### src/core/pattern_params.svh
`ifndef PATTERN_PARAMS_SVH
`define PATTERN_PARAMS_SVH

////////////////////////////////////////////////////////////////////////////////
// Register indices; the slave uses word addressing, so these are Avalon addresses.
`define ADDR_TRIGGER_SELECT 16'hFFA1
`define ADDR_ENABLE_HIGH 16'hFFA2
`define ADDR_ENABLE_LOW 16'hFFA3
`define ADDR_NEXT_HIGH 16'hFFA4
`define ADDR_NEXT_LOW 16'hFFA5
`define ADDR_NEXT_HIGH_ALT 16'hFFA6
`define ADDR_NEXT_LOW_ALT 16'hFFA7
`define ADDR_PORT_A_LATCH 16'hFFD3
`define ADDR_PORT_B_LATCH 16'hFFD6

////////////////////////////////////////////////////////////////////////////////
// Reset values and fixed read patterns.
`define RESET_NEXT 8'h00
`define RESET_ENABLE 8'h00
`define RESET_TRIGGER_SELECT 8'hFF
`define RESET_PORT_LATCH 8'h00
`define RESERVED_NIBBLE 4'hF
`define RESERVED_BYTE 8'hFF
`define UNMAPPED_READ 8'h00

////////////////////////////////////////////////////////////////////////////////
// Trigger select field positions: group g uses bits 2g+1..2g.
`define SEL_GROUP0_LSB 0
`define SEL_GROUP1_LSB 2
`define SEL_GROUP2_LSB 4
`define SEL_GROUP3_LSB 6
`define SEL_WIDTH 2

`endif

### src/core/pattern_pkg.sv
package pattern_pkg;

	// State of the Avalon slave front end.
	typedef struct packed {
		logic ack;
		logic [7:0] readData;
	} slave_state_s;

	// State of one port output latch.
	typedef struct packed {
		logic [7:0] latch;
	} latch_state_s;

	// State of the register core.
	typedef struct packed {
		logic standbyMeta;
		logic standbySync;
		logic [7:0] nextLow;
		logic [7:0] nextHigh;
		logic [7:0] enableLow;
		logic [7:0] enableHigh;
		logic [7:0] triggerSelect;
	} core_state_s;

endpackage

### src/core/reg_access_if.sv
`timescale 1ns/100ps
interface reg_access_if;
	logic wrStrobe;
	logic [15:0] index;
	logic [7:0] wrData;
	logic [7:0] rdData;

	modport slave (output wrStrobe, output index, output wrData, input rdData);
	modport core (input wrStrobe, input index, input wrData, output rdData);
endinterface

### src/core/avalon_word_slave.sv
`timescale 1ns/100ps
`include "pattern_params.svh"
module avalon_word_slave (
	input wire logic sys_clk, // System clock.
	input wire logic sys_rst, // Synchronous reset, active high.
	input wire logic [15:0] avs_address, // Word address.
	input wire logic avs_read, // Read request.
	input wire logic avs_write, // Write request.
	input wire logic [31:0] avs_writedata, // Write data.
	output logic [31:0] avs_readdata, // Read data.
	output logic avs_waitrequest, // Stall while high.
	reg_access_if.slave access // Register core side.
);
	pattern_pkg::slave_state_s state;
	pattern_pkg::slave_state_s next_state;

	// Every request waits exactly one cycle, which gives read data a full register stage.
	always_comb begin
		next_state = state;
		if (sys_rst) begin
			next_state.ack = 1'b0;
			next_state.readData = `UNMAPPED_READ;
		end else if ((avs_read || avs_write) && !state.ack) begin
			next_state.ack = 1'b1;
			if (avs_read) begin
				next_state.readData = access.rdData;
			end
		end else begin
			next_state.ack = 1'b0;
		end
	end

	// State register.
	always_ff @(posedge sys_clk) begin
		state <= next_state;
	end

	// A write commits only in the cycle where waitrequest is low.
	assign avs_waitrequest = (avs_read || avs_write) && !state.ack;
	assign access.wrStrobe = avs_write && state.ack;
	assign access.index = avs_address;
	assign access.wrData = avs_writedata[7:0];
	assign avs_readdata = {24'h000000, state.readData};
endmodule

### src/core/pattern_next_data_buffer.sv
`timescale 1ns/100ps
`include "pattern_params.svh"
module pattern_next_data_buffer (
	input wire logic sys_clk, // System clock, 200 MHz.
	input wire logic sys_rst, // Synchronous reset, active high.
	input wire logic [15:0] avs_address, // Avalon word address.
	input wire logic avs_read, // Avalon read.
	input wire logic avs_write, // Avalon write.
	input wire logic [31:0] avs_writedata, // Avalon write data.
	output logic [31:0] avs_readdata, // Avalon read data.
	output logic avs_waitrequest, // Avalon wait request.
	input wire logic hwStandby, // Hardware standby pin, active high.
	input wire logic [3:0] compareMatch, // Timer channel compare-match pulses.
	output logic [7:0] patternPinLow, // Pattern outputs of groups 1 and 0.
	output logic [7:0] patternPinHigh // Pattern outputs of groups 3 and 2.
);
	pattern_pkg::core_state_s state;
	pattern_pkg::core_state_s next_state;
	reg_access_if access ();
	logic clearAll;
	logic sameLow;
	logic sameHigh;
	logic [3:0] groupTrigger;
	logic [7:0] portALatch;
	logic [7:0] portBLatch;
	logic portAWrite;
	logic portBWrite;

	////////////////////////////////////////////////////////////////////////////
	// Picks the compare-match pulse of the channel named by a select field.
	function automatic logic pickChannel(input logic [1:0] sel, input logic [3:0] cm);
		pickChannel = cm[sel];
	endfunction

	// Read view of a next-data byte at its first or alternate address.
	function automatic logic [7:0] readNext(input logic same, input logic first,
		input logic [7:0] value);
		if (same) begin
			readNext = first ? value : `RESERVED_BYTE;
		end else if (first) begin
			readNext = {value[7:4], `RESERVED_NIBBLE};
		end else begin
			readNext = {`RESERVED_NIBBLE, value[3:0]};
		end
	endfunction

	// New next-data byte after a write at its first or alternate address.
	function automatic logic [7:0] writeNext(input logic same, input logic first,
		input logic [7:0] old, input logic [7:0] data);
		if (same) begin
			writeNext = first ? data : old;
		end else if (first) begin
			writeNext = {data[7:4], old[3:0]};
		end else begin
			writeNext = {old[7:4], data[3:0]};
		end
	endfunction

	////////////////////////////////////////////////////////////////////////////
	// Bus front end; one wait cycle per access.
	avalon_word_slave uSlave (
		.sys_clk(sys_clk),
		.sys_rst(sys_rst),
		.avs_address(avs_address),
		.avs_read(avs_read),
		.avs_write(avs_write),
		.avs_writedata(avs_writedata),
		.avs_readdata(avs_readdata),
		.avs_waitrequest(avs_waitrequest),
		.access(access.slave)
	);

	////////////////////////////////////////////////////////////////////////////
	// Standby acts only after the synchroniser, so it costs two cycles of latency.
	assign clearAll = sys_rst || state.standbySync;

	// A pair shares a trigger when both select fields name the same channel.
	assign sameLow = state.triggerSelect[`SEL_GROUP0_LSB +: `SEL_WIDTH] ==
		state.triggerSelect[`SEL_GROUP1_LSB +: `SEL_WIDTH];
	assign sameHigh = state.triggerSelect[`SEL_GROUP2_LSB +: `SEL_WIDTH] ==
		state.triggerSelect[`SEL_GROUP3_LSB +: `SEL_WIDTH];

	// Per-group trigger selection.
	assign groupTrigger[0] = pickChannel(state.triggerSelect[`SEL_GROUP0_LSB +: `SEL_WIDTH],
		compareMatch);
	assign groupTrigger[1] = pickChannel(state.triggerSelect[`SEL_GROUP1_LSB +: `SEL_WIDTH],
		compareMatch);
	assign groupTrigger[2] = pickChannel(state.triggerSelect[`SEL_GROUP2_LSB +: `SEL_WIDTH],
		compareMatch);
	assign groupTrigger[3] = pickChannel(state.triggerSelect[`SEL_GROUP3_LSB +: `SEL_WIDTH],
		compareMatch);

	// Software writes to the port latches.
	assign portAWrite = access.wrStrobe && (access.index == `ADDR_PORT_A_LATCH);
	assign portBWrite = access.wrStrobe && (access.index == `ADDR_PORT_B_LATCH);

	////////////////////////////////////////////////////////////////////////////
	// Port A latch, fed by the low next-data byte.
	pattern_port_latch uPortA (
		.sys_clk(sys_clk),
		.clear(clearAll),
		.groupTrigger(groupTrigger[1:0]),
		.nextData(state.nextLow),
		.enable(state.enableLow),
		.cpuWrite(portAWrite),
		.cpuData(access.wrData),
		.latch(portALatch)
	);

	// Port B latch, fed by the high next-data byte.
	pattern_port_latch uPortB (
		.sys_clk(sys_clk),
		.clear(clearAll),
		.groupTrigger(groupTrigger[3:2]),
		.nextData(state.nextHigh),
		.enable(state.enableHigh),
		.cpuWrite(portBWrite),
		.cpuData(access.wrData),
		.latch(portBLatch)
	);

	////////////////////////////////////////////////////////////////////////////
	// Read decode; unmapped addresses read zero rather than stalling the bus.
	always_comb begin
		case (access.index)
			`ADDR_TRIGGER_SELECT: access.rdData = state.triggerSelect;
			`ADDR_ENABLE_HIGH: access.rdData = state.enableHigh;
			`ADDR_ENABLE_LOW: access.rdData = state.enableLow;
			`ADDR_NEXT_HIGH: access.rdData = readNext(sameHigh, 1'b1, state.nextHigh);
			`ADDR_NEXT_LOW: access.rdData = readNext(sameLow, 1'b1, state.nextLow);
			`ADDR_NEXT_HIGH_ALT: access.rdData = readNext(sameHigh, 1'b0,
				state.nextHigh);
			`ADDR_NEXT_LOW_ALT: access.rdData = readNext(sameLow, 1'b0,
				state.nextLow);
			`ADDR_PORT_A_LATCH: access.rdData = portALatch;
			`ADDR_PORT_B_LATCH: access.rdData = portBLatch;
			default: access.rdData = `UNMAPPED_READ;
		endcase
	end

	////////////////////////////////////////////////////////////////////////////
	// Register updates; the layout in force at the write decides which nibble lands.
	always_comb begin
		next_state = state;
		next_state.standbyMeta = hwStandby;
		next_state.standbySync = state.standbyMeta;
		if (sys_rst) begin
			next_state.standbyMeta = 1'b0;
			next_state.standbySync = 1'b0;
		end
		if (clearAll) begin
			next_state.nextLow = `RESET_NEXT;
			next_state.nextHigh = `RESET_NEXT;
			next_state.enableLow = `RESET_ENABLE;
			next_state.enableHigh = `RESET_ENABLE;
			next_state.triggerSelect = `RESET_TRIGGER_SELECT;
		end else if (access.wrStrobe) begin
			case (access.index)
				`ADDR_TRIGGER_SELECT: next_state.triggerSelect = access.wrData;
				`ADDR_ENABLE_HIGH: next_state.enableHigh = access.wrData;
				`ADDR_ENABLE_LOW: next_state.enableLow = access.wrData;
				`ADDR_NEXT_HIGH: next_state.nextHigh = writeNext(sameHigh, 1'b1,
					state.nextHigh, access.wrData);
				`ADDR_NEXT_LOW: next_state.nextLow = writeNext(sameLow, 1'b1,
					state.nextLow, access.wrData);
				`ADDR_NEXT_HIGH_ALT: next_state.nextHigh = writeNext(sameHigh, 1'b0,
					state.nextHigh, access.wrData);
				`ADDR_NEXT_LOW_ALT: next_state.nextLow = writeNext(sameLow, 1'b0,
					state.nextLow, access.wrData);
				default: next_state.triggerSelect = state.triggerSelect;
			endcase
		end
	end

	// State register.
	always_ff @(posedge sys_clk) begin
		state <= next_state;
	end

	// Pins come straight from the latch flip-flops.
	assign patternPinLow = portALatch;
	assign patternPinHigh = portBLatch;
endmodule

### src/core/pattern_port_latch.sv
`timescale 1ns/100ps
`include "pattern_params.svh"
module pattern_port_latch (
	input wire logic sys_clk, // System clock.
	input wire logic clear, // Synchronous clear, active high.
	input wire logic [1:0] groupTrigger, // Trigger pulse per nibble.
	input wire logic [7:0] nextData, // Next pattern byte.
	input wire logic [7:0] enable, // Per-bit pattern enable.
	input wire logic cpuWrite, // Software write pulse.
	input wire logic [7:0] cpuData, // Software write data.
	output logic [7:0] latch // Output latch.
);
	pattern_pkg::latch_state_s state;
	pattern_pkg::latch_state_s next_state;
	logic [7:0] bitTrigger;

	// Each bit follows the trigger of its own nibble group.
	genvar b;
	generate
		for (b = 0; b < 8; b++) begin : gBit
			assign bitTrigger[b] = groupTrigger[b / 4];
		end
	endgenerate

	// Enabled bits load at their trigger and are shielded from software writes.
	always_comb begin
		next_state = state;
		if (clear) begin
			next_state.latch = `RESET_PORT_LATCH;
		end else begin
			next_state.latch = (bitTrigger & enable & nextData) |
				(~(bitTrigger & enable) & state.latch);
			if (cpuWrite) begin
				next_state.latch = (~enable & cpuData) | (enable & next_state.latch);
			end
		end
	end

	// State register.
	always_ff @(posedge sys_clk) begin
		state <= next_state;
	end

	assign latch = state.latch;
endmodule

### config.mk
export PLATFORM = sky130hd
export DESIGN_NAME = pattern_next_data_buffer
export DESIGN_NICKNAME = d
export VERILOG_FILES = /design/src/core/pattern_pkg.sv /design/src/core/reg_access_if.sv /design/src/core/avalon_word_slave.sv /design/src/core/pattern_next_data_buffer.sv /design/src/core/pattern_port_latch.sv
export VERILOG_INCLUDE_DIRS = /design/src /design/src/core
export SDC_FILE = /design/constraint.sdc
export NUM_CORES = 1
export LEC_CHECK = 0
export BUFFER_PORTS_ARGS = -buffer_cell sky130_fd_sc_hd__buf_2
export CAP_MARGIN = 30
export CORE_MARGIN = 2
export CORE_UTILIZATION = 50
export DETAILED_ROUTE_END_ITERATION = 12
export GPL_TIMING_DRIVEN = 0
export PLACE_DENSITY = 0.76
export SLEW_MARGIN = 20
export SYNTH_ARGS = -nofsm -noshare
export SYNTH_HDL_FRONTEND = slang
export SYNTH_HIERARCHICAL = 1
export SYNTH_SLANG_ARGS = --single-unit
### constraint.sdc
create_clock -name sys_clk -period 5.3 [get_ports sys_clk]
set_input_delay 0.53 -clock sys_clk [delete_from_list [all_inputs] [get_ports sys_clk]]
set_output_delay 0.53 -clock sys_clk [all_outputs]
set_load 0.05 [all_outputs]
* Word level (Yosys, flattened, before mapping)
Index checks and enable logic that the tools add are counted.
** Operators by class
- Reduce and logical (&&, ||, !) cells :: 17
- Bitwise operators :: 20
- Muxes and demuxes :: 22
- Order comparisons :: 4
- Eq/ne operators :: 15
** Operator list (number)
- == test 16 bit, second input constant :: 9
- bitwise AND 8 bit :: 10
- case mux 8 bit (9 select lines) :: 1
- two-way mux 4 bit :: 8
- NOT 8 bit :: 4
- bitwise OR 8 bit :: 4
- case mux 8 bit (2 select lines) :: 2
- two-way mux 8 bit :: 2
- less-than comparator 2 x 3 -> 1 bit, second input constant :: 4
- binary-select mux 1 bit (select 2 bit) :: 4
- inequality test 2 bit, second input constant :: 4
- AND reduction 2 bit :: 4
- AND reduction 4 bit :: 2
- AND reduction 3 bit :: 2
- two-way mux 1 bit :: 5
- == test 2 bit :: 2
- logical AND 1 bit :: 4
- nonzero test 2 bit :: 2
- logical OR 1 bit :: 2
- NOT 1 bit :: 2
- logical NOT 1 bit :: 1
** Storage, ports and cells
- Word-level logic and storage cells :: 91
- Flip-flop bits (word level) :: 67
- Input port bits :: 57

* Logic depth before layout (Yosys ltp)
- Depth in word-level cells :: 9
- Mapped depth :: 9

* Cells and area by module
Netlist, hierarchy kept.
** By module, submodules not included
- pattern_next_data_buffer :: cells each 256, times used 1, area an instance 2260.9 µm²
- pattern_port_latch :: cells each 52, times used 2, area an instance 511.7 µm²
- avalon_word_slave :: cells each 97, times used 1, area an instance 838.3 µm²

* Least setup slack after synthesis
OpenSTA, ideal clock, no wires.
- Path type :: input-to-reg
- From :: input avs_address[15]
- To :: register uPortB.state (netlist bit uPortB/latch[2])
- Cell stages on the path :: 8
- Arrival time :: 2.317 ns
- Setup slack :: 2.860 ns
- Data required time :: 5.177 ns
- Setup time :: 0.123 ns
- Cell sequence :: buf_4 nand4_1 or2_2 nor3_2 and2_1 buf_4 mux2i_1 o22ai_2
** On the way
- Word-level cells in the longest chain between the ends :: 3
** RTL lines
- start: declaration :: RTL line pattern_next_data_buffer.sv:6 : input wire logic [15:0] avs_address,
- == test 16 bit
- logical AND 1 bit :: RTL line pattern_next_data_buffer.sv:95 : assign portBWrite = access.wrStrobe && (access.index == `ADDR_PORT_B_LATCH);
- via portBWrite :: RTL line pattern_next_data_buffer.sv:27 : logic portBWrite;
- two-way mux 8 bit :: RTL line pattern_port_latch.sv:33 : if (cpuWrite) begin
- end signal: assignment :: RTL line pattern_port_latch.sv:41 : state <= next_state;
- end: declaration :: RTL line pattern_port_latch.sv:13 : pattern_pkg::latch_state_s state;
The timed path passes the listed nets, and every way through them passes these cells.
A chain may end at the register's enable or synchronous reset.

* Worst setup path in the final report
- From :: input avs_address[15]
- To :: register uPortB.state (netlist bit uPortB/latch[3])
Same word-level chain as after synthesis.

==> results.yml <==
clock_network:
  cts_buffers: 9
  clk-insertion-delay-late_ns: 0.35
  htree_levels: 3
  clock_sinks: 67
  cts_resized: 0
  root_buffer: "clkbuf_8"
  hold_buffers: 0
  cts_buffer_depth: 2
  cts_setup_buffers: 0
  cts_tree: "built"
  clk_pin_slew_ns: 0.07
final_layout:
  layout.nets: 582
  antenna_cells: 0
  fillers: 734
  drive_above_1_share: 0.2973
  finalInstanceArea_mm2: 0.004721
  syn2layout_area_growth_pct: 14.51
  post-route-util: 0.5833
sta:
  fin_crit_ns: 2.561
  post-route-period-util: 0.4832
  tightest_slew_ns: 1.022
  slew-limit-headroom: 0.3126
  worst_slack_ns: 2.739
  rsz0062_at_grt: "no"
  tns_ns: 0
  fmax_ghz: 0.3905
  finalSetupViolations: 0
  final_hold_viol_count: 0
  drv_slew: 0
  skew_ns: 0.01160
synth:
  synth_top_family_by_area: "simple AND/OR/NAND/NOR gates"
  synth-edff-count: 0
  synthArstFlopShare: 0
  synth-seq-cells: 67
  synth_top_area_frac: 0.3253
  yosysTopAreaCell: "dfxtp_1"
  synth_ff_type: "dfxtp_1"
  synthMuxAreaShare: 0.1505
  syn_area_mm2: 0.004123
  synth_fa_ha_area_frac: 0
  synth_cell_type_count: 50
  synth_compound_area_frac: 0.1396
  synth.avg_cell_area_um2: 9.021
  syn_inst: 457
  synthXorXnorAreaFrac: 0.008498
  yosysSeqAreaShare: 0.3253
  yosys.area_share.simple: 0.2376
  yosysWarnings: 6
  synthTopCellsByArea: "dfxtp_1 33%, mux2i_1 13%, buf_4 11%, nand2b_1 3.9%, a21oi_1 3.4%"
grt:
  grt_antenna_before_repair: 0
  grt_pass1_wl_mm: 16.77
  grt_start_max_net_pins: 18
  grt_usage: 0.2438
  globalRouteOverflowTotal: 0
  grt_pass1_vias: 3361
critical_path:
  crit_top_cell: "buf_4"
  reg2reg_slack_ns: 2.95
  arrival_ns: 2.79
  critPathRequiredTime_ns: 5.53
  critical_path_peak_fanout: 9
  worstSetupPathType: "input pin to register"
  worstPathCellList: "buf_4 -> nand4_1 -> or2_2 -> nor3_2 -> and2_1 -> buf_4 -> mux2i_1 -> o22ai_2"
  crit_slowest_cell: "nor3_2"
  start_kind: "input pin"
  crit_path_end_kind: "register"
  max_stage_delay_ns: 0.61
power:
  ir_worst_vdd_v: 0.0001132
  p_leak_uw: 0.001939
  power.density_mw_per_mm2: 230.8
drt:
  wl_mm: 10.74
  dr.first_iter.drc_count: 303
  viasPerCell: 5.720
  num_vias: 3621
  drc: 0
  wl_per_cell_um: 16.96
  firstDrtPassIters: 7
  ant_nets: 0
die:
  initial_utilization: 0.5094
  io_pins: 106
  die_area_mm2: 0.008988
  die_x_um: 94.81
  num_rows: 33
  core-area_mm2: 0.008093
  dieHeight_um: 94.81
placement:
  place_congestion: 0.9283
  dpl.hpwl_mm: 7.914
  portBuffers: 33
  place_area_mm2: 0.004521
  dp_slack_ns: 2.412
hold_path:
  hp-class: "input pin to register"
job:
  maxCapViolCount: 0
status:
  outcome: "completed"
cell families after synthesis:
| kind of cell | Yosys count |
|---|---|
| multiplexers | 57 |
| buffers and inverters | 81 |
| other | 1 |
| AND/OR/NAND/NOR | 158 |
| AO/OA/AOI/OAI | 89 |
| XOR/XNOR | 4 |
| flip-flops | 67 |
cell usage after synthesis, types with 4 or more instances:
library cell,instances
a21oi_1,28
a222oi_1,7
a22oi_1,8
buf_2,5
buf_4,59
buf_6,4
clkbuf_1,6
clkbuf_2,4
dfxtp_1,67
mux2i_1,53
mux4_2,4
nand2_1,19
nand2b_1,26
nand3_1,16
nand4_1,5
nand4bb_1,10
nor2_1,35
nor3_1,4
o21ai_0,15
o21ai_1,7
o22ai_1,12
o22ai_2,4
or2_1,4
or2_2,13
xor2_1,4
metal layers:
layer,part of all wire,vias to the layer above,global-route usage
met2,0.47,180,0.3942
met5,0,-,0
met1,0.42,1717,0.3205
met4,0.027,0,0.1063
met3,0.079,24,0.03990
li1,-,1700,-
final timing paths:
kind	to	start	cells past startpoint
worst max-delay path	uPortB/latch[3]	avs_address[15]	8
worst min-delay path	state[41]	hwStandby	2
worst max register to register	uPortB/latch[3]	uSlave/state[8]	8
worst min register to register	state[40]	state[41]	1
registers in the layout, summed over array words and instances, names as in the netlist:
| name | flops |
|---|---|
| state | 42 |
| uPortA/latch | 8 |
| uPortB/latch | 8 |
| uSlave/avs_readdata | 8 |
| uSlave/state | 1 |
stage by stage:
| stage | instances | hold slack (ns) | total power (uW) |
|---|---|---|---|
| 2_1_floorplan | 480 | 0.4138 | 638.0 |
| 3_3_place_gp | 618 | 0.4297 | 660.4 |
| 3_5_place_dp | 619 | 0.4350 | 664.3 |
| 4_1_cts | 633 | 0.3904 | 1093 |
| 5_1_grt | 633 | 0.4118 | 1126 |
| 6_report | 633 | 0.3980 | 1090 |
final cells by class:
type / instances / area, um^2 / share of cell area
inverter: 3 / 11.26 / 0.002385
clock buffer: 12 / 165.2 / 0.03499
multi-input combinational: 332 / 2301 / 0.4874
buffer: 78 / 555.5 / 0.1177
sequential: 67 / 1341 / 0.2841
timing repair buffer: 34 / 180.2 / 0.03817
clock inverter: 2 / 35.03 / 0.007421
tap: 105 / 131.4 / 0.02783
worst max-delay path: cells and delay by family:
kind | cells | cell delay (ns)
buffers and inverters | 2 | 0.30
and+or+nand+nor | 4 | 1.60
AOI/OAI and AO/OA | 1 | 0.10
muxes | 1 | 0.25
cells in the final DEF, fill, tap and decap left out, drive strengths merged, types with 2 or more instances in the layout:
master,count
a21oi,28
a222oi,7
a22oi,8
and2,3
buf,102
clkbuf,22
conb,24
dfxtp,67
inv,3
mux2i,53
mux4,4
nand2,20
nand2b,26
nand3,16
nand4,6
nand4b,2
nand4bb,10
nor2,35
nor2b,3
nor3,6
nor4,6
nor4b,2
o21a,2
o21ai,24
o22ai,16
or2,17
xor2,4
where the power goes:
group / switching, uW / total (uW) / internal, uW
registers: 0.619 / 505 / 505
logic: 94.0 / 150 / 55.5
clock network: 185 / 435 / 250
Power figures use the tool's default switching activity.
